`config.mk`:
```
export PLATFORM = sky130hd
export DESIGN_NAME = hw_limit_timer
export DESIGN_NICKNAME = d
export VERILOG_FILES = /design/src/include/hw_limit_timer_pkg.sv /design/src/hdl/hw_limit_timer.sv
export VERILOG_INCLUDE_DIRS = /design/src /design/src/include
export SDC_FILE = /design/constraint.sdc
export NUM_CORES = 1
export LEC_CHECK = 0
export BUFFER_PORTS_ARGS = -buffer_cell sky130_fd_sc_hd__buf_2
export CORE_UTILIZATION = 44
export DETAILED_ROUTE_END_ITERATION = 10
export PLACE_DENSITY_LB_ADDON = 0.05
export SLEW_MARGIN = 25
export SYNTH_ARGS = -nofsm -noshare
export SYNTH_HDL_FRONTEND = slang
export SYNTH_SLANG_ARGS = --single-unit
```
`constraint.sdc`:
```
create_clock -name clk -period 1.9 [get_ports clk]
set_input_delay 0.095 -clock clk [delete_from_list [all_inputs] [get_ports clk]]
set_output_delay 0.095 -clock clk [all_outputs]
set_load 0.02 [all_outputs]
```
`src/include/hw_limit_timer_defs.svh`:
```
/*
  register map, field positions and reset values of the limit timer.
  assumes a 32-bit AXI4-Lite master with 5-bit byte addresses.
*/
`ifndef HW_LIMIT_TIMER_DEFS_SVH
`define HW_LIMIT_TIMER_DEFS_SVH
`define TMR_ADDR_W     5
`define TMR_CTRL_ADDR  5'h00
`define TMR_PERIOD_ADDR 5'h04
`define TMR_COUNT_ADDR 5'h08
`define TMR_STATUS_ADDR 5'h0C
`define TMR_EN_BIT     0
`define TMR_MODE_LSB   8
`define TMR_MODE_W     5
`define TMR_PERIOD_RST 8'hFF
`define TMR_RESP_OKAY  2'h0
`define TMR_RESP_SLVERR 2'h2
`endif

```
`src/include/hw_limit_timer_pkg.sv`:
```
/*
  types shared by the limit timer.
  assumes hw_limit_timer_defs.svh for the numbers.
*/
package hw_limit_timer_pkg;
  typedef enum logic [1:0] {OP_PERIOD, OP_ONESHOT, OP_MONO, OP_RESERVED} op_t;
  typedef struct packed {
    logic [4:0] mode;
    logic       en;
  } ctrl_t;
endpackage

```
`src/hdl/hw_limit_timer.sv`:
```
/*
  8-bit hardware limit timer with mode controlled start, reset and stop,
  registers over AXI4-Lite.
  assumes external_reset_signal is asynchronous to clk; the timer counts
  on rising clk edges while running.
*/
`timescale 1ns/1ns
`include "hw_limit_timer_defs.svh"
module hw_limit_timer
  import hw_limit_timer_pkg::*;
(
  input  wire logic                   clk,
  input  wire logic                   rst,
  input  wire logic [`TMR_ADDR_W-1:0] s_axi_awaddr,
  input  wire logic                   s_axi_awvalid,
  output logic                        s_axi_awready,
  input  wire logic [31:0]            s_axi_wdata,
  input  wire logic [3:0]             s_axi_wstrb,
  input  wire logic                   s_axi_wvalid,
  output logic                        s_axi_wready,
  output logic [1:0]                  s_axi_bresp,
  output logic                        s_axi_bvalid,
  input  wire logic                   s_axi_bready,
  input  wire logic [`TMR_ADDR_W-1:0] s_axi_araddr,
  input  wire logic                   s_axi_arvalid,
  output logic                        s_axi_arready,
  output logic [31:0]                 s_axi_rdata,
  output logic [1:0]                  s_axi_rresp,
  output logic                        s_axi_rvalid,
  input  wire logic                   s_axi_rready,
  input  wire logic                   external_reset_signal,
  output logic [7:0]                  count_value,
  output logic                        timer_running
);

  function automatic op_t mode_op(input logic [4:0] m);
    case (m[4:3])
      2'h0: mode_op = OP_PERIOD;
      2'h1: mode_op = OP_ONESHOT;
      2'h2: mode_op = (m[2:0] == 3'h0 || m[2:1] == 2'h2) ? OP_RESERVED : OP_MONO;
      default: mode_op = OP_RESERVED;
    endcase
  endfunction

  // ------------------------------------------------------------------
  // registers
  // ------------------------------------------------------------------
  ctrl_t                   ctrl;
  logic [7:0]              period_register;
  logic [7:0]              counter_register;
  logic                    started;
  logic                    aw_have;
  logic                    w_have;
  logic [`TMR_ADDR_W-1:0]  wr_addr;
  logic [31:0]             wr_data;
  logic [3:0]              wr_strb;
  logic                    wr_fire;
  logic                    ers_s1;
  logic                    ers_s2;
  logic                    ers_s3;
  logic                    ers_lvl;
  logic                    ers_prev;

  // ------------------------------------------------------------------
  // external signal synchroniser and edges
  // ------------------------------------------------------------------
  always_ff @(posedge clk or posedge rst) begin
    if (rst) begin
      ers_s1   <= 1'b0;
      ers_s2   <= 1'b0;
      ers_s3   <= 1'b0;
      ers_lvl  <= 1'b0;
      ers_prev <= 1'b0;
    end else begin
      ers_s1   <= external_reset_signal;
      ers_s2   <= ers_s1;
      ers_s3   <= ers_s2;
      // a change counts once two samples agree
      if (ers_s2 == ers_s3) begin
        ers_lvl <= ers_s3;
      end
      ers_prev <= ers_lvl;
    end
  end

  logic rise;
  logic fall;
  logic any_edge;
  assign rise     = ers_lvl & ~ers_prev;
  assign fall     = ~ers_lvl & ers_prev;
  assign any_edge = rise | fall;

  // ------------------------------------------------------------------
  // mode decode
  // ------------------------------------------------------------------
  op_t        op;
  logic [2:0] code;
  logic       gate;
  logic       edge_rst;
  logic       hold_rst;
  logic       start;
  logic       running;
  logic       match;
  logic       clears_en;

  assign op   = mode_op(ctrl.mode);
  assign code = ctrl.mode[2:0];

  always_comb begin
    gate     = 1'b1;
    edge_rst = 1'b0;
    hold_rst = 1'b0;
    start    = 1'b0;
    case (op)
      OP_PERIOD: begin
        case (code)
          3'h1: gate = ers_lvl;
          3'h2: gate = ~ers_lvl;
          3'h3: edge_rst = any_edge;
          3'h4: edge_rst = rise;
          3'h5: edge_rst = fall;
          3'h6: hold_rst = ~ers_lvl;
          3'h7: hold_rst = ers_lvl;
          default: gate = 1'b1;
        endcase
      end
      OP_ONESHOT: begin
        case (code)
          3'h0: start = 1'b1;
          3'h1: start = rise;
          3'h2: start = fall;
          3'h3: start = any_edge;
          3'h4: begin
            start    = rise;
            edge_rst = rise & started;
          end
          3'h5: begin
            start    = fall;
            edge_rst = fall & started;
          end
          3'h6: begin
            start    = rise;
            hold_rst = ~ers_lvl;
          end
          default: begin
            start    = fall;
            hold_rst = ers_lvl;
          end
        endcase
      end
      OP_MONO: begin
        case (code)
          3'h1: start = rise;
          3'h2: start = fall;
          3'h3: start = any_edge;
          3'h6: begin
            start    = ers_lvl;
            hold_rst = ~ers_lvl;
          end
          3'h7: begin
            start    = ~ers_lvl;
            hold_rst = ers_lvl;
          end
          default: hold_rst = 1'b1;
        endcase
      end
      default: hold_rst = 1'b1;
    endcase
  end

  assign running   = ((op == OP_PERIOD) ? (ctrl.en & gate) : (ctrl.en & started)) & ~hold_rst;
  assign match     = (counter_register == period_register);
  // level-started selections end like one-shots
  assign clears_en = (op == OP_ONESHOT) || (op == OP_MONO && code[2:1] == 2'h3);

  // ------------------------------------------------------------------
  // counter and start state
  // ------------------------------------------------------------------
  always_ff @(posedge clk or posedge rst) begin
    if (rst) begin
      counter_register <= 8'h00;
    end else if (hold_rst || edge_rst) begin
      counter_register <= 8'h00;
    end else if (running) begin
      // a match ends the period, or the one-shot at zero
      counter_register <= match ? 8'h00 : counter_register + 8'h01;
    end
  end

  always_ff @(posedge clk or posedge rst) begin
    if (rst) begin
      started <= 1'b0;
    end else if (!ctrl.en || hold_rst || op == OP_PERIOD) begin
      started <= 1'b0;
    end else if (started && match && !edge_rst) begin
      started <= 1'b0;
    end else if (start) begin
      started <= 1'b1;
    end
  end

  // ------------------------------------------------------------------
  // AXI4-Lite write channel
  // ------------------------------------------------------------------
  assign s_axi_awready = ~aw_have & ~s_axi_bvalid;
  assign s_axi_wready  = ~w_have & ~s_axi_bvalid;
  assign wr_fire       = aw_have & w_have & ~s_axi_bvalid;

  always_ff @(posedge clk or posedge rst) begin
    if (rst) begin
      aw_have <= 1'b0;
      w_have  <= 1'b0;
      wr_addr <= '0;
      wr_data <= 32'h0000_0000;
      wr_strb <= 4'h0;
    end else begin
      if (s_axi_awvalid && s_axi_awready) begin
        aw_have <= 1'b1;
        wr_addr <= s_axi_awaddr;
      end else if (wr_fire) begin
        aw_have <= 1'b0;
      end
      if (s_axi_wvalid && s_axi_wready) begin
        w_have  <= 1'b1;
        wr_data <= s_axi_wdata;
        wr_strb <= s_axi_wstrb;
      end else if (wr_fire) begin
        w_have <= 1'b0;
      end
    end
  end

  always_ff @(posedge clk or posedge rst) begin
    if (rst) begin
      s_axi_bvalid <= 1'b0;
      s_axi_bresp  <= `TMR_RESP_OKAY;
    end else if (wr_fire) begin
      s_axi_bvalid <= 1'b1;
      s_axi_bresp  <= (wr_addr == `TMR_CTRL_ADDR || wr_addr == `TMR_PERIOD_ADDR
                       || wr_addr == `TMR_COUNT_ADDR || wr_addr == `TMR_STATUS_ADDR)
                      ? `TMR_RESP_OKAY : `TMR_RESP_SLVERR;
    end else if (s_axi_bready) begin
      s_axi_bvalid <= 1'b0;
    end
  end

  logic ctrl_wr_lo;
  assign ctrl_wr_lo = wr_fire && wr_addr == `TMR_CTRL_ADDR && wr_strb[0];

  always_ff @(posedge clk or posedge rst) begin
    if (rst) begin
      ctrl <= '0;
    end else begin
      if (ctrl_wr_lo) begin
        ctrl.en <= wr_data[`TMR_EN_BIT];
      end else if (running && match && clears_en && !edge_rst && !hold_rst) begin
        ctrl.en <= 1'b0;
      end
      if (wr_fire && wr_addr == `TMR_CTRL_ADDR && wr_strb[1]) begin
        ctrl.mode <= wr_data[`TMR_MODE_LSB +: `TMR_MODE_W];
      end
    end
  end

  always_ff @(posedge clk or posedge rst) begin
    if (rst) begin
      period_register <= `TMR_PERIOD_RST;
    end else if (wr_fire && wr_addr == `TMR_PERIOD_ADDR && wr_strb[0]) begin
      period_register <= wr_data[7:0];
    end
  end

  // ------------------------------------------------------------------
  // AXI4-Lite read channel
  // ------------------------------------------------------------------
  assign s_axi_arready = ~s_axi_rvalid;

  always_ff @(posedge clk or posedge rst) begin
    if (rst) begin
      s_axi_rvalid <= 1'b0;
      s_axi_rdata  <= 32'h0000_0000;
      s_axi_rresp  <= `TMR_RESP_OKAY;
    end else if (s_axi_arvalid && s_axi_arready) begin
      s_axi_rvalid <= 1'b1;
      s_axi_rresp  <= `TMR_RESP_OKAY;
      case (s_axi_araddr)
        `TMR_CTRL_ADDR:   s_axi_rdata <= {19'h0, ctrl.mode, 7'h0, ctrl.en};
        `TMR_PERIOD_ADDR: s_axi_rdata <= {24'h0, period_register};
        `TMR_COUNT_ADDR:  s_axi_rdata <= {24'h0, counter_register};
        `TMR_STATUS_ADDR: s_axi_rdata <= {28'h0, op == OP_RESERVED, started, ers_lvl,
                                          running};
        default: begin
          s_axi_rdata <= 32'h0000_0000;
          s_axi_rresp <= `TMR_RESP_SLVERR;
        end
      endcase
    end else if (s_axi_rready) begin
      s_axi_rvalid <= 1'b0;
    end
  end

  always_ff @(posedge clk or posedge rst) begin
    if (rst) begin
      count_value   <= 8'h00;
      timer_running <= 1'b0;
    end else begin
      count_value   <= counter_register;
      timer_running <= running;
    end
  end

  // ------------------------------------------------------------------
  // assertions
  // ------------------------------------------------------------------
  AST_GATE_LOW_STOPS: assert property (@(posedge clk) disable iff (rst)
    (ctrl.mode == 5'h01 && ctrl.en && !ers_lvl) |=> $stable(counter_register))
    else $error("gated counter moved while gate low");

  AST_RISE_RESETS: assert property (@(posedge clk) disable iff (rst)
    (ctrl.mode == 5'h04 && ctrl.en && rise) |=> counter_register == 8'h00)
    else $error("rising edge did not reset period count");

  AST_LOW_HOLDS: assert property (@(posedge clk) disable iff (rst)
    (ctrl.mode == 5'h06 && !ers_lvl) |=> counter_register == 8'h00)
    else $error("low level did not hold count reset");

  AST_EDGE_STARTS: assert property (@(posedge clk) disable iff (rst)
    (ctrl.mode == 5'h09 && ctrl.en && rise && !started && !ctrl_wr_lo) |=> started)
    else $error("rising edge did not start one-shot");

  AST_RESTART_EDGE: assert property (@(posedge clk) disable iff (rst)
    (ctrl.mode == 5'h0C && started && ctrl.en && rise) |=> counter_register == 8'h00)
    else $error("later rising edge did not reset one-shot");

  AST_OS_LOW_RESET: assert property (@(posedge clk) disable iff (rst)
    (ctrl.mode == 5'h0E && !ers_lvl) |=> (counter_register == 8'h00 && !started))
    else $error("low level did not hold one-shot reset");

  AST_OS_HIGH_RESET: assert property (@(posedge clk) disable iff (rst)
    (ctrl.mode == 5'h0F && ers_lvl) |=> counter_register == 8'h00)
    else $error("high level did not hold one-shot reset");

  AST_OS_END: assert property (@(posedge clk) disable iff (rst)
    (op == OP_ONESHOT && running && match && !hold_rst && !edge_rst && !ctrl_wr_lo)
    |=> (!ctrl.en && counter_register == 8'h00 ##1 counter_register == 8'h00))
    else $error("one-shot did not end at zero with enable cleared");

  AST_MONO_START: assert property (@(posedge clk) disable iff (rst)
    (ctrl.mode == 5'h12 && ctrl.en && fall && !started && !ctrl_wr_lo) |=> started)
    else $error("falling edge did not start monostable");

  AST_MONO_END: assert property (@(posedge clk) disable iff (rst)
    (ctrl.mode == 5'h11 && running && match && !ctrl_wr_lo)
    |=> (ctrl.en && !started && counter_register == 8'h00))
    else $error("monostable end wrong");

  AST_LEVEL_START: assert property (@(posedge clk) disable iff (rst)
    (ctrl.mode == 5'h16 && ctrl.en && ers_lvl && !started && !ctrl_wr_lo) |=> started)
    else $error("high level did not start level one-shot");

  AST_INV_LEVEL: assert property (@(posedge clk) disable iff (rst)
    (ctrl.mode == 5'h17 && ers_lvl) |=> (counter_register == 8'h00 && !started))
    else $error("high level did not hold inverse level one-shot");

  AST_FRESH_EDGE: assert property (@(posedge clk) disable iff (rst)
    (ctrl.mode == 5'h09 && !started && !rise) |=> !started)
    else $error("one-shot started without an edge");

  AST_RESERVED_IDLE: assert property (@(posedge clk) disable iff (rst)
    (op == OP_RESERVED) |=> (counter_register == 8'h00 && !timer_running))
    else $error("reserved mode counted");

endmodule

```
[Word-level counts from Yosys, hierarchy flattened]
Cells that the tools add are included.
Storage, ports and cells
  register bits: 97
  output and inout bits: 50
  word-level logic and storage cells: 139
Cells by class
  add/sub/neg operators: 1
  equal/unequal tests: 22
  muxes and demuxes: 33
  bitwise logic cells: 19
  reduce and logical (&&, ||, !) cells: 42
Operator list (count)
  13-bit one-hot mux with 4 select lines: 1
  8-bit two-way mux: 3
  5-bit by 4-bit equality test with 1-bit output, second input constant: 4
  1-bit logical AND: 15
  1-bit two-way mux: 15
  3-bit equality test, second input constant: 4
  1-bit one-hot mux with 2 select lines: 6
  1-bit one-hot mux with 3 select lines: 4
  2-bit nonzero test: 6
  1-bit AND: 11
  2-bit equality test, second input constant: 5
  5-bit by 3-bit equality test with 1-bit output, second input constant: 2
  5-bit zero test: 2
  8-bit by 1-bit adder with 8-bit output, second input constant: 1
  8-bit equality test: 1
  1-bit logical OR: 8
  1-bit inverter: 7
  3-bit by 2-bit equality test with 1-bit output, second input constant: 2
  2-bit one-hot mux with 3 select lines: 1
  3-bit OR reduction: 2
  6-bit OR reduction: 1
  1-bit one-hot mux with 5 select lines: 1
  2-bit by 1-bit equality test with 1-bit output, second input constant: 2
  2-bit zero test: 2
  8 further kinds: 11

[Longest topological paths before layout]
Gate-level depths: netlist of the first run.
  depth after elaboration: 15
  gate-level depth with buffers: 8

[Worst setup path before layout of the first run]
No wires, ideal clock.
  kind: reg-to-reg
  from: reg ers_lvl
  to: reg counter_register[5]
  setup time: 0.101 ns
  arrival: 2.049 ns
  path slack: -0.250 ns
  stages on the path, launching flop included: 9
  buffers on the path: 1
  period minus slack after synthesis: 2.150 ns
  path through: dfrtp_1 buf_6 inv_1 ha_1 mux2_2 a22o_4 a2111oi_4 nand3_2 o32ai_1
Between the ends
  longest elaborated chain between the ends: 7
  elaborated cells between the ends (all ways): 22
  those cells by class: mux (11); bitwise (9); reduce/logical (2)
RTL lines
  start: declaration: RTL line hw_limit_timer.sv:61  | logic ers_lvl;
  start signal: assignment: RTL line hw_limit_timer.sv:80  | ers_lvl <= ers_s3;
  1-bit inverter
  1-bit AND / 1-bit one-hot mux with 2 select lines (equally long branches): RTL line hw_limit_timer.sv:90, hw_limit_timer.sv:116
  1-bit bitwise OR (tied with other cells): RTL line hw_limit_timer.sv:91  | assign any_edge = rise | fall;
  1-bit one-hot mux with 3 select lines (tied with other cells): RTL line hw_limit_timer.sv:116  | case (code)
  1-bit one-hot mux with 2 select lines / 1-bit two-way mux (equally long branches): RTL line hw_limit_timer.sv:114, hw_limit_timer.sv:171
  1-bit logical OR / 1-bit AND (equally long branches): RTL line hw_limit_timer.sv:182, hw_limit_timer.sv:171
  8-bit two-way mux / 2-bit nonzero test (equally long branches)
  end signal: assignment: RTL line hw_limit_timer.sv:186  | counter_register <= match ? 8'h00 : counter_register + 8'h01;
  end: declaration: RTL line hw_limit_timer.sv:50  | logic [7:0] counter_register;
Parallel ways exist; a longest one is shown, timed or not.
A chain may end at the register's enable or synchronous reset.

[Final worst setup path of the first run]
  from: reg ers_lvl
  to: reg counter_register[6]
The elaborated chain is that of the path after synthesis.

==> results of run 1 <==
[cell usage in the layout, fill, tap and decap left out, types with 4 or more instances in the layout]
cell / synthesis / routed
sky130_fd_sc_hd__dfstp_2: 8 / 8
sky130_fd_sc_hd__a22o_1: 5 / 5
sky130_fd_sc_hd__a22oi_1: 8 / 8
sky130_fd_sc_hd__nor2b_1: 7 / 7
sky130_fd_sc_hd__nand2b_1: 4 / 4
sky130_fd_sc_hd__buf_2: 2 / 61
sky130_fd_sc_hd__dlygate4sd3_1: 0 / 24
sky130_fd_sc_hd__o21ai_0: 17 / 17
sky130_fd_sc_hd__clkbuf_8: 2 / 9
sky130_fd_sc_hd__xor2_1: 8 / 8
sky130_fd_sc_hd__dfrtp_1: 68 / 67
sky130_fd_sc_hd__buf_4: 21 / 46
sky130_fd_sc_hd__nand3_1: 5 / 5
sky130_fd_sc_hd__nor2_1: 8 / 7
sky130_fd_sc_hd__inv_1: 13 / 10
sky130_fd_sc_hd__mux2_2: 35 / 34
sky130_fd_sc_hd__a21oi_1: 15 / 13
sky130_fd_sc_hd__conb_1: 1 / 21
sky130_fd_sc_hd__nand2_1: 22 / 22
[sequential cells by signal (all words and copies together) (netlist names), 2 cells and up]
signal and count:
s_axi_rdata 13, wr_data 13, count_value 8, counter_register 8, period_register 8, wr_addr 5, code 3, ctrl 3
wr_strb 2
[power breakdown]
group	switching [uW]	internal [uW]
sequential	396	2140
combinational	1320	1310
clock	663	762
[what timing repair did]
item / 4_1_cts / 5_1_grt
setup buffers: 3 / 3
hold buffers: 24 / 0
pin swaps: 4 / 3
endpoints found under the setup margin: 8 / 25
gates resized for setup: 7 / 9
hold endpoints to repair: 36 / 0
[per-layer routing]
metal | wire [um] | vias to the layer above | part of all wire | GRT usage
met5 | 0 | - | 0 | 0
met4 | 148 | 0 | 0.018 | 0.0885
met3 | 297 | 11 | 0.037 | 0.0469
met2 | 3950 | 66 | 0.49 | 0.328
met1 | 3670 | 1353 | 0.46 | 0.267
li1 | - | 1369 | - | -
[critical path: cells and delay by family, from the launching register on]
family | cells | cell delay, ns
and+or+nand+nor | 1 | 0.18
adders and majority gates | 1 | 0.15
muxes | 1 | 0.25
AOI/OAI and AO/OA | 3 | 0.87
buffers and inverters | 1 | 0.06
DFF | 1 | 0.45
[metrics by stage]
| step | total power [uW] | utilization |
|---|---|---|
| final | 6600 | 0.603 |
| after global routing | 7050 | 0.603 |
| after global placement | 5030 | 0.531 |
| after CTS | 6590 | 0.594 |
| after floorplan | 4190 | - |
| after detailed placement | 5060 | 0.531 |
[layout make-up]
class,instances,area [sq um]
fill,728,3250
sequential,76,1910
multi-input combinational,217,1650
timing repair buffer,135,953
tap,105,131
clock buffer,9,124
clock inverter,7,105
inverter,13,52.6
[worst paths after layout]
path	endpoint	slack, ns	depth (start not counted)
min in group asynchronous	wr_data[8]	0.33	3
min	aw_have	0.1	3
max in group asynchronous	ers_lvl	1.04	4
max	counter_register[6]	-0.16	7
max reg2reg	counter_register[6]	-0.16	7
min reg2reg	ers_s2	0.36	0
[kinds of logic after synthesis]
family                   Yosys count  share of synthesized area
AO/OA/AOI/OAI                     68                      0.129
XOR/XNOR                          10                     0.0236
adder cells (fa/ha/maj)            4                     0.0128
buffers and inverters             50                     0.0859
flip-flops                        76                      0.515
multiplexers                      37                      0.112
other                              1                    0.00101
AND/OR/NAND/NOR                   77                      0.121
==> out/summary.txt, run 1 <==
GRT
------------------------------------------------------------------------------
Antenna violations before repair                                             0
Residual overflow from global routing                                        0
Number of global-route vias before repair                                 2692
Overall Global Routing Usage                                             0.205
Maximum number of pins on one net before global-route repair                36
Wire length of the first global-routing pass                           13.5 mm

TIMING
------------------------------------------------------------------------------
Final worst slack                                                    -0.161 ns
Worst clock skew on the final layout                                0.00768 ns
Max frequency                                                          485 MHz
Worst hold-check slack                                               0.0972 ns
Share of the clock period used by the worst path                          1.08
Count of final hold-check violations                                         0
Setup repair after global routing missed its margin                        yes
Count of pins over their slew limit                                          0
Worst rel slew slack                                                     0.638
Min Clock Period, post-route                                           2.06 ns
Actual transition at the worst max-transition pin                     0.542 ns
Number of setup violations in the final report                               7
TNS Setup                                                            -0.749 ns

WORST SETUP PATH
------------------------------------------------------------------------------
Reg-to-reg critical path startpoint                                    ers_lvl
Required time worst endpoint                                           2.17 ns
Largest stage delay, worst path                                        0.45 ns
Endpoint arrival time on the critical path                             2.33 ns
Kind of start point of the critical path                             flip-flop
Critical path endpoint category                                      flip-flop
Crit path from                                                         ers_lvl
Crit path kind                                                    flip-flop to flip-flop
Critical-path cell with the highest stage delay                   sky130_fd_sc_hd__dfrtp_2
Largest fanout on the critical path                                          5
Cell-by-cell listing of the critical path                         inv_2 -> ha_4 -> mux2_4 -> a22o_4 -> a2111oi_4 -> nand3_2 -> o32ai_2

DIE
------------------------------------------------------------------------------
Initial Util                                                             0.454
Top-level port count                                                       104
Core region area                                                    8180 sq um
Floorplan die area                                                  8810 sq um
Placement row count                                                         33
Y dimension of the die                                                 93.9 um
Die Wd                                                                 93.9 um

POWER AND IR DROP
------------------------------------------------------------------------------
Maximum vdd drop                                                       1010 uV
Power density relative to cell area                               1340 nW/um^2
Lkg Pwr                                                             0.00240 uW

YOSYS
------------------------------------------------------------------------------
Cell type with the highest aggregate area in the netlist          sky130_fd_sc_hd__dfrtp_1
Share of synthesized area occupied by flip-flops and latches             0.515
Leading post-synthesis cells by cell area                         sky130_fd_sc_hd__dfrtp_1 46%, sky130_fd_sc_hd__mux2_2 11%, sky130_fd_sc_hd__dfstp_2 5.7%
Area share of the largest cell type after synthesis                      0.458
Number of warnings issued by yosys                                           0
Post-synthesis sequential element count                                     76
Most numerous cell in the Yosys netlist                           sky130_fd_sc_hd__dfrtp_1
Most numerous cell types in the synthesized netlist               68 x sky130_fd_sc_hd__dfrtp_1, 35 x sky130_fd_sc_hd__mux2_2, 22 x sky130_fd_sc_hd__nand2_1
Mapped Area                                                         3710 sq um
Count of different cell masters after synthesis                             59
Async set-or-reset flop fraction in the synthesized netlist               1.00
Post-synth EDFFs                                                             0
Primary FF master, synth                                          sky130_fd_sc_hd__dfrtp_1
Syn Area/Cell                                                       11.5 sq um
Number of cells produced by synthesis                                      323

CLOCK NETWORK
------------------------------------------------------------------------------
Number of buffers created by CTS                                             9
CTS sink cnt                                                                76
Clock tree from TritonCTS                                                 done
Worst-Skew Late Latency                                                0.36 ns
Root buffer cell                                                  sky130_fd_sc_hd__clkbuf_8
Clock slew at reported path FFs                                        0.09 ns
Clock buffer depth                                                           2
Number of levels in the clock H-tree                                         3

PLACE
------------------------------------------------------------------------------
Hpwl dp                                                                5.98 mm
Post-placement cell count                                                  516
Cell area after placement                                           4340 sq um
Last weighted congestion value of the routability-driven placer          0.860
Worst slack, placed                                                  -0.299 ns
Total of buffers placed on input and output ports                           61

DETAILED ROUTING
------------------------------------------------------------------------------
Post-route DRC violation count                                               0
Via-per-instance ratio                                                    4.98
Average wire per standard cell                                         14.3 um
Initial drt markers                                                        128
Total wirelength of the detailed-routed design                         8.06 mm
Drt pass-1 iters                                                             4
Via count of the routed design                                            2799
Count of nets left with antenna violations after detail routing              0

LAYOUT
------------------------------------------------------------------------------
Area growth from synthesis to final layout                               32.7%
Fraction of layout instances using a drive strength above 1              0.435
Final design area excluding fillers                                 4930 sq um
Number of inserted diodes                                                    0
NumNets Final                                                              509
Non-filler instance count after layout                                     562

MIN PATH
------------------------------------------------------------------------------
Min-Delay Path Class                                              primary input to flip-flop
Launch point of the worst hold path                               s_axi_awvalid

RUN STATUS
------------------------------------------------------------------------------
Violations in the final reports                                   negative setup slack
Outcome                                                           finished with violations

RUN
------------------------------------------------------------------------------
Maxcap violations                                                            0

(Power assumes the default switching activity.)
==> run 2, diff against run 1 <==
--- a/config.mk
+++ b/config.mk
@@ -6,6 +6,7 @@
 export SDC_FILE = /design/constraint.sdc
 export NUM_CORES = 1
 export LEC_CHECK = 0
+export ABC_AREA = 1
 export BUFFER_PORTS_ARGS = -buffer_cell sky130_fd_sc_hd__buf_2
 export CORE_UTILIZATION = 44
 export DETAILED_ROUTE_END_ITERATION = 10
==> out/summary.txt, run 2 <==
YOSYS
-------------------------------------------------------------------------------------
Syn Area/Cell                                                              8.87 sq um   was 11.5 sq um
Area share of the largest cell type after synthesis                             0.454   was 0.458
Share of synthesized area occupied by flip-flops and latches                    0.511   was 0.515
Mapped Area                                                                3740 sq um   was 3710 sq um
Most numerous cell types in the synthesized netlist                      108 x sky130_fd_sc_hd__nand2_1, 68 x sky130_fd_sc_hd__dfrtp_1, 44 x sky130_fd_sc_hd__inv_1   was 68 x sky130_fd_sc_hd__dfrtp_1, 35 x sky130_fd_sc_hd__mux2_2, 22 x sky130_fd_sc_hd__nand2_1
Post-synthesis sequential element count                                            76   unchanged
Post-synth EDFFs                                                                    0   unchanged
Primary FF master, synth                                                 sky130_fd_sc_hd__dfrtp_1   unchanged
Number of warnings issued by yosys                                                  0   unchanged
Cell type with the highest aggregate area in the netlist                 sky130_fd_sc_hd__dfrtp_1   unchanged
Most numerous cell in the Yosys netlist                                  sky130_fd_sc_hd__nand2_1   was sky130_fd_sc_hd__dfrtp_1
Number of cells produced by synthesis                                             422   was 323
Leading post-synthesis cells by cell area                                sky130_fd_sc_hd__dfrtp_1 45%, sky130_fd_sc_hd__nand2_1 11%, sky130_fd_sc_hd__dfstp_2 5.6%   was sky130_fd_sc_hd__dfrtp_1 46%, sky130_fd_sc_hd__mux2_2 11%, sky130_fd_sc_hd__dfstp_2 5.7%
Async set-or-reset flop fraction in the synthesized netlist                      1.00   unchanged
Count of different cell masters after synthesis                                    38   was 59

GRT
-------------------------------------------------------------------------------------
Residual overflow from global routing                                               0   unchanged
GRT Max-Usage Layer                                                              met2   unchanged
Maximum number of pins on one net before global-route repair                       77   was 36
Number of global-route vias before repair                                        2730   was 2692
Met2 usage in global routing                                                    0.283   was 0.328
Wire length of the first global-routing pass                                  12.7 mm   was 13.5 mm
Antenna violations before repair                                                    0   unchanged
Overall Global Routing Usage                                                    0.186   was 0.205
Met1 demand-to-capacity share in global routing                                 0.255   was 0.267
Met3 track demand over resource in global routing                              0.0348   was 0.0469

WORST SETUP PATH
-------------------------------------------------------------------------------------
Endpoint arrival time on the critical path                                    2.02 ns   was 2.33 ns
Critical path endpoint category                                             flip-flop   unchanged
Required time worst endpoint                                                  2.19 ns   was 2.17 ns
Crit path kind                                                           flip-flop to flip-flop   unchanged
Largest fanout on the critical path                                                11   was 5
Number of cells on the worst reg-to-reg path                                        9   was 7
Kind of start point of the critical path                                    flip-flop   unchanged

LAYOUT
-------------------------------------------------------------------------------------
Number of inserted filler cells in the final layout                               782   was 728
Area growth from synthesis to final layout                                      22.3%   was 32.7%
Multi-input gate area                                                      1500 sq um   was 1650 sq um
Number of inserted diodes                                                           0   unchanged
Largest registers ranked by flip-flop count                              s_axi_rdata x13, wr_data x13   unchanged
Commonest cells after routing, fill and taps aside                       108 x sky130_fd_sc_hd__nand2_1, 67 x sky130_fd_sc_hd__dfrtp_1, 61 x sky130_fd_sc_hd__buf_2, 43 x sky130_fd_sc_hd__inv_1, 40 x sky130_fd_sc_hd__nor2_1   was 67 x sky130_fd_sc_hd__dfrtp_1, 61 x sky130_fd_sc_hd__buf_2, 46 x sky130_fd_sc_hd__buf_4, 34 x sky130_fd_sc_hd__mux2_2, 24 x sky130_fd_sc_hd__dlygate4sd3_1
Most frequent standard cell in the layout excluding fill and tap cells   sky130_fd_sc_hd__nand2_1   was sky130_fd_sc_hd__dfrtp_1
Non-filler instance count after layout                                            626   was 562
Fraction of layout instances using a drive strength above 1                     0.242   was 0.435
Area taken by flip-flops and latches                                       1910 sq um   unchanged
NumNets Final                                                                     573   was 509

DETAILED ROUTING
-------------------------------------------------------------------------------------
Average wire per standard cell                                                12.0 um   was 14.3 um
Via count of the routed design                                                   2928   was 2799
Post-route DRC violation count                                                      0   unchanged
Initial drt markers                                                               182   was 128
Via-per-instance ratio                                                           4.68   was 4.98
Count of nets left with antenna violations after detail routing                     0   unchanged
Total wirelength of the detailed-routed design                                7.51 mm   was 8.06 mm
Drt pass-1 iters                                                                    4   unchanged

MIN PATH
-------------------------------------------------------------------------------------
Min-Delay Path Class                                                     primary input to flip-flop   unchanged
Hold path depth                                                                     3   unchanged

TIMING
-------------------------------------------------------------------------------------
TNS Setup                                                                        0 ns   was -0.749 ns
Worst clock skew on the final layout                                       0.00903 ns   was 0.00768 ns
Share of the clock period used by the worst path                                0.911   was 1.08
Count of pins over their slew limit                                                 0   unchanged
Number of setup violations in the final report                                      0   was 7
Max frequency                                                                 578 MHz   was 485 MHz
Setup repair after global routing missed its margin                                no   was yes
Count of final hold-check violations                                                0   unchanged
Worst hold-check slack                                                      0.0540 ns   was 0.0972 ns
Min Clock Period, post-route                                                  1.73 ns   was 2.06 ns

DIE
-------------------------------------------------------------------------------------
Initial Util                                                                    0.456   was 0.454
Core region area                                                           8220 sq um   was 8180 sq um
Y dimension of the die                                                        94.3 um   was 93.9 um
Top-level port count                                                              104   unchanged
Die Wd                                                                        94.3 um   was 93.9 um
Floorplan die area                                                         8880 sq um   was 8810 sq um
Placement row count                                                                33   unchanged

POWER AND IR DROP
-------------------------------------------------------------------------------------
Total net switching power                                                     1750 uW   was 2380 uW
Switching share of total power                                                  0.346   was 0.361
Overall Power                                                                 5060 uW   was 6600 uW
Power density relative to cell area                                      1110 nW/um^2   was 1340 nW/um^2
Lkg Pwr                                                                    0.00242 uW   was 0.00240 uW
Part of the total power dissipated in the clock network                         0.255   was 0.216
Maximum vdd drop                                                               716 uV   was 1010 uV
Cell internal power dissipation                                               3310 uW   was 4210 uW
Part of the total power dissipated in combinational logic                       0.292   was 0.399
Reg power frac                                                                  0.452   was 0.385

CLOCK NETWORK
-------------------------------------------------------------------------------------
Root buffer cell                                                         sky130_fd_sc_hd__clkbuf_8   unchanged
Clock slew at reported path FFs                                               0.08 ns   was 0.09 ns
Clock tree from TritonCTS                                                        done   unchanged
Clock buffer depth                                                                  2   unchanged
Worst-Skew Late Latency                                                       0.35 ns   was 0.36 ns
Number of levels in the clock H-tree                                                3   unchanged
Number of buffers created by CTS                                                    9   unchanged
CTS sink cnt                                                                       76   unchanged

PLACE
-------------------------------------------------------------------------------------
Post-placement cell count                                                         585   was 516
Total of buffers placed on input and output ports                                  61   unchanged
Hpwl dp                                                                       5.22 mm   was 5.98 mm
Last weighted congestion value of the routability-driven placer                 0.841   was 0.860

RUN STATUS
-------------------------------------------------------------------------------------
Outcome                                                                  finished clean   was finished with violations

RUN
-------------------------------------------------------------------------------------
Maxcap violations                                                                   0   unchanged

run 2: cell type report:
type | count | area share
Tap cell | 105 | 0.0287
Sequential cell | 76 | 0.418
Multi-Input combinational cell | 286 | 0.327
Timing Repair Buffer | 94 | 0.139
Clock inverter | 5 | 0.0131
Inverter | 49 | 0.0415
Clock buffer | 11 | 0.0331
run 2: metrics by stage:
stage	utilization	area (sq um)	setup WS, ns
4_1_cts	0.555	4560	0.0778
5_1_grt	0.557	4580	0.0202
2_1_floorplan	-	3820	0.183
3_3_place_gp	0.500	4110	0.154
6_report	0.557	4580	0.169
3_5_place_dp	0.500	4110	0.0950
run 2: repair_timing:
action	in CTS	in global routing
hold buffers	24	0
setup endpoints to repair	0	9
resized for setup	0	1
buffers inserted	0	1
endpoints found under the hold margin	91	0
run 2: final timing paths:
check / from / slack (ns) / to
max: code[1] / 0.17 / counter_register[6]
min: s_axi_araddr[4] / 0.05 / s_axi_rresp[1]
max reg2reg: code[1] / 0.17 / counter_register[6]
min reg2reg: ers_s1 / 0.35 / ers_s2
max in group asynchronous: rst / 1.14 / period_register[6]
min in group asynchronous: rst / 0.41 / wr_data[8]
run 2: routing by layer:
metal | part of all wire | vias up
met1 | 0.50 | 1311
met4 | 0.017 | 0
met3 | 0.050 | 12
li1 | - | 1499
met5 | 0 | -
met2 | 0.43 | 106
run 2: power groups by stage:
stage | sequential, uW | clock, uW | combinational, uW
after floorplan | 2300 | 0 | 1080
after global placement | 2320 | 0 | 1410
after detailed placement | 2320 | 0 | 1430
after CTS | 2290 | 1330 | 1470
after global routing | 2350 | 1390 | 1660
final | 2290 | 1290 | 1480
run 2: kinds of logic (layout without fill, tap and decap cells):
kind of cell | Yosys count | count (layout) | synth area share
XOR/XNOR | 8 | 8 | 0.0187
buffers and inverters | 80 | 159 | 0.110
adder cells (fa/ha/maj) | 4 | 4 | 0.0127
other | 1 | 21 | 0.00100
flip-flops | 76 | 76 | 0.511
multiplexers | 17 | 17 | 0.0511
AO/OA/AOI/OAI | 38 | 38 | 0.0638
AND/OR/NAND/NOR | 198 | 198 | 0.232
run 2: critical path: stages, from the launching register on:
cell                      delay (ns)
sky130_fd_sc_hd__dfrtp_1        0.53
sky130_fd_sc_hd__inv_1          0.19
sky130_fd_sc_hd__nand2_1        0.10
sky130_fd_sc_hd__nand2_1        0.08
sky130_fd_sc_hd__nand2_2        0.10
sky130_fd_sc_hd__nand3_2        0.10
sky130_fd_sc_hd__nor2_4         0.24
sky130_fd_sc_hd__buf_4          0.18
sky130_fd_sc_hd__nand4_1        0.09
sky130_fd_sc_hd__nand2_1        0.07
==> run 3, diff against run 2 <==
--- a/config.mk
+++ b/config.mk
@@ -10,6 +10,7 @@
 export BUFFER_PORTS_ARGS = -buffer_cell sky130_fd_sc_hd__buf_2
 export CORE_UTILIZATION = 44
 export DETAILED_ROUTE_END_ITERATION = 10
+export GPL_TIMING_DRIVEN = 1
 export PLACE_DENSITY_LB_ADDON = 0.05
 export SLEW_MARGIN = 25
 export SYNTH_ARGS = -nofsm -noshare
==> constraint.sdc (replaced) <==
create_clock -name clk -period 2 [get_ports clk]
set_input_delay 0.1 -clock clk [delete_from_list [all_inputs] [get_ports clk]]
set_output_delay 0.1 -clock clk [all_outputs]
set_load 0.02 [all_outputs]
==> out/summary.txt, run 3 (synthesis results as in run 2) <==
RUN
-------------------------------------------------------------------------------------
Maxcap violations                                                                   0   unchanged

CLOCK NETWORK
-------------------------------------------------------------------------------------
Worst-Skew Late Latency                                                       0.34 ns   was 0.35 ns
Clock buffer depth                                                                  2   unchanged
Clock slew at reported path FFs                                               0.08 ns   about the same
Root buffer cell                                                         sky130_fd_sc_hd__clkbuf_8   unchanged
Post-CTS Resized                                                                    0   unchanged
Clock tree from TritonCTS                                                        done   unchanged
Post-CTS setup repair buffer count                                                  0   unchanged
CTS sink cnt                                                                       76   unchanged
Number of buffers created by CTS                                                    9   unchanged
Number of levels in the clock H-tree                                                3   unchanged
Count of hold-fix buffers inserted at cts                                          21   was 24

DETAILED ROUTING
-------------------------------------------------------------------------------------
Count of nets left with antenna violations after detail routing                     0   unchanged
Total wirelength of the detailed-routed design                                7.36 mm   was 7.51 mm
Drt pass-1 iters                                                                    4   unchanged
Post-route DRC violation count                                                      0   unchanged
Via-per-instance ratio                                                           4.73   was 4.68
Initial drt markers                                                               192   was 182
Average wire per standard cell                                                11.9 um   was 12.0 um
Via count of the routed design                                                   2921   was 2928

WORST SETUP PATH
-------------------------------------------------------------------------------------
CP top delay family                                                      simple AND/OR/NAND/NOR gates   unchanged
Critical-path cell with the highest stage delay                          sky130_fd_sc_hd__dfrtp_1   unchanged
Cell occurring most often along the worst timing path                    sky130_fd_sc_hd__nand2_1   unchanged
Total stage count of the critical path                                             11   was 9
Endpoint arrival time on the critical path                                    2.04 ns   was 2.02 ns
Kind of start point of the critical path                                    flip-flop   unchanged
Number of cells on the worst reg-to-reg path                                       11   was 9
Critical path endpoint category                                             flip-flop   unchanged
Required time worst endpoint                                                  2.24 ns   was 2.19 ns
Sum of buffers and inverters on the critical path                                   2   unchanged
Crit path kind                                                           flip-flop to flip-flop   unchanged
Largest fanout on the critical path                                                17   was 11
Cell-by-cell listing of the critical path                                inv_1 -> ha_1 -> inv_1 -> nand2_1 -> nand3_1 -> nand2_1 -> nand2_4 -> nor2_8 -> nand3_1 -> nand2_1 -> nand2_1   was inv_1 -> nand2_1 -> nand2_1 -> nand2_2 -> nand3_2 -> nor2_4 -> buf_4 -> nand4_1 -> nand2_1
Largest stage delay, worst path                                               0.50 ns   was 0.53 ns

RUN STATUS
-------------------------------------------------------------------------------------
Outcome                                                                  finished clean   unchanged

TIMING
-------------------------------------------------------------------------------------
Min Clock Period, post-route                                                  1.80 ns   was 1.73 ns
Number of setup violations in the final report                                      0   unchanged
Share of the clock period used by the worst path                                0.899   was 0.911
Worst clock skew on the final layout                                       0.00710 ns   was 0.00903 ns
Count of pins over their slew limit                                                 0   unchanged
Worst hold-check slack                                                      0.0183 ns   was 0.0540 ns
Count of final hold-check violations                                                0   unchanged
Setup repair after global routing missed its margin                                no   unchanged
TNS Setup                                                                        0 ns   unchanged
Max frequency                                                                 556 MHz   was 578 MHz
Worst rel slew slack                                                            0.534
Actual transition at the worst max-transition pin                            0.698 ns

DIE
-------------------------------------------------------------------------------------
Placement row count                                                                33   unchanged
Core region area                                                           8220 sq um   unchanged
Die Wd                                                                        94.3 um   unchanged
Floorplan die area                                                         8880 sq um   unchanged
Top-level port count                                                              104   unchanged
Y dimension of the die                                                        94.3 um   unchanged
Initial Util                                                                    0.456   unchanged

PLACE
-------------------------------------------------------------------------------------
Total of buffers placed on input and output ports                                  61   unchanged
Hpwl dp                                                                       5.16 mm   was 5.22 mm
Last weighted congestion value of the routability-driven placer                 0.852   was 0.841

POWER AND IR DROP
-------------------------------------------------------------------------------------
Maximum vdd drop                                                               579 uV   was 716 uV
Lkg Pwr                                                                    0.00237 uW   was 0.00242 uW
Power density relative to cell area                                      1070 nW/um^2   was 1110 nW/um^2

LAYOUT
-------------------------------------------------------------------------------------
Largest registers ranked by flip-flop count                              s_axi_rdata x13, wr_data x13   unchanged
NumNets Final                                                                     564   was 573
Fraction of layout instances using a drive strength above 1                     0.229   was 0.242
Commonest cells after routing, fill and taps aside                       108 x sky130_fd_sc_hd__nand2_1, 68 x sky130_fd_sc_hd__dfrtp_1, 61 x sky130_fd_sc_hd__buf_2, 43 x sky130_fd_sc_hd__inv_1, 40 x sky130_fd_sc_hd__nor2_1   was 108 x sky130_fd_sc_hd__nand2_1, 67 x sky130_fd_sc_hd__dfrtp_1, 61 x sky130_fd_sc_hd__buf_2, 43 x sky130_fd_sc_hd__inv_1, 40 x sky130_fd_sc_hd__nor2_1
Most frequent standard cell in the layout excluding fill and tap cells   sky130_fd_sc_hd__nand2_1   unchanged
Number of inserted diodes                                                           0   unchanged
Area growth from synthesis to final layout                                      20.0%   was 22.3%

GRT
-------------------------------------------------------------------------------------
Wire length of the first global-routing pass                                  12.4 mm   was 12.7 mm
Maximum number of pins on one net before global-route repair                       77   unchanged
Overall Global Routing Usage                                                    0.179   was 0.186
Residual overflow from global routing                                               0   unchanged
Number of global-route vias before repair                                        2614   was 2730
Antenna violations before repair                                                    0   unchanged

MIN PATH
-------------------------------------------------------------------------------------
Min-Delay Path Class                                                     primary input to flip-flop   unchanged
Hold path depth                                                                     2   was 3

[run 3: cell count changes in the layout (fill, tap and decap cells not counted)]
| cell | previous run | this run |
|---|---|---|
| sky130_fd_sc_hd__clkinv_4 | 2 | 1 |
| sky130_fd_sc_hd__dfrtp_1 | 67 | 68 |
| sky130_fd_sc_hd__dfrtp_2 | 1 | 0 |
| sky130_fd_sc_hd__buf_12 | 2 | 1 |
| sky130_fd_sc_hd__buf_4 | 7 | 2 |
| sky130_fd_sc_hd__clkinv_2 | 1 | 0 |
| sky130_fd_sc_hd__bufinv_16 | 1 | 2 |
| sky130_fd_sc_hd__clkbuf_1 | 0 | 2 |
| sky130_fd_sc_hd__inv_6 | 0 | 1 |
| sky130_fd_sc_hd__dlygate4sd3_1 | 24 | 21 |
| sky130_fd_sc_hd__clkbuf_8 | 11 | 9 |
[run 3: cell type report]
type | instances | area [sq um]
Clock buffer | 11 | 131
Clock inverter | 5 | 85.1
Fill cell | 763 | 3720
Inverter | 49 | 190
Multi-Input combinational cell | 286 | 1500
Sequential cell | 76 | 1910
Tap cell | 105 | 131
Timing Repair Buffer | 85 | 551
[run 3: stage by stage]
stage	setup WS [ns]	cells	utilization	area, sq um	power (uW)
after floorplan	0.283	442	-	3820	3210
after global placement	0.216	580	0.495	4070	3510
after detailed placement	0.209	580	0.495	4070	3540
after CTS	0.184	617	0.547	4500	4870
after global routing	0.0279	617	0.547	4500	5140
final	0.201	617	0.547	4500	4820
[run 3: metal layers]
layer / GRT usage / wire, um
met5: 0 / 0
met2: 0.274 / 3190
met4: 0.0654 / 123
met1: 0.253 / 3660
met3: 0.0299 / 393
[run 3: path summary, 6_finish.rpt]
kind,startpoint,to,slack [ns]
min in group asynchronous,rst,wr_data[10],0.40
worst max-delay path,ers_lvl,ctrl[0],0.20
max in group asynchronous,rst,period_register[1],1.25
worst min register to register,ers_s1,ers_s2,0.35
worst max register to register,ers_lvl,ctrl[0],0.20
worst min-delay path,s_axi_wdata[0],wr_data[0],0.02
[run 3: report_power, final]
group          internal (uW)  total, uW  switching, uW
registers               1940       2180            244
logic                    528       1350            826
clock network            711       1290            577
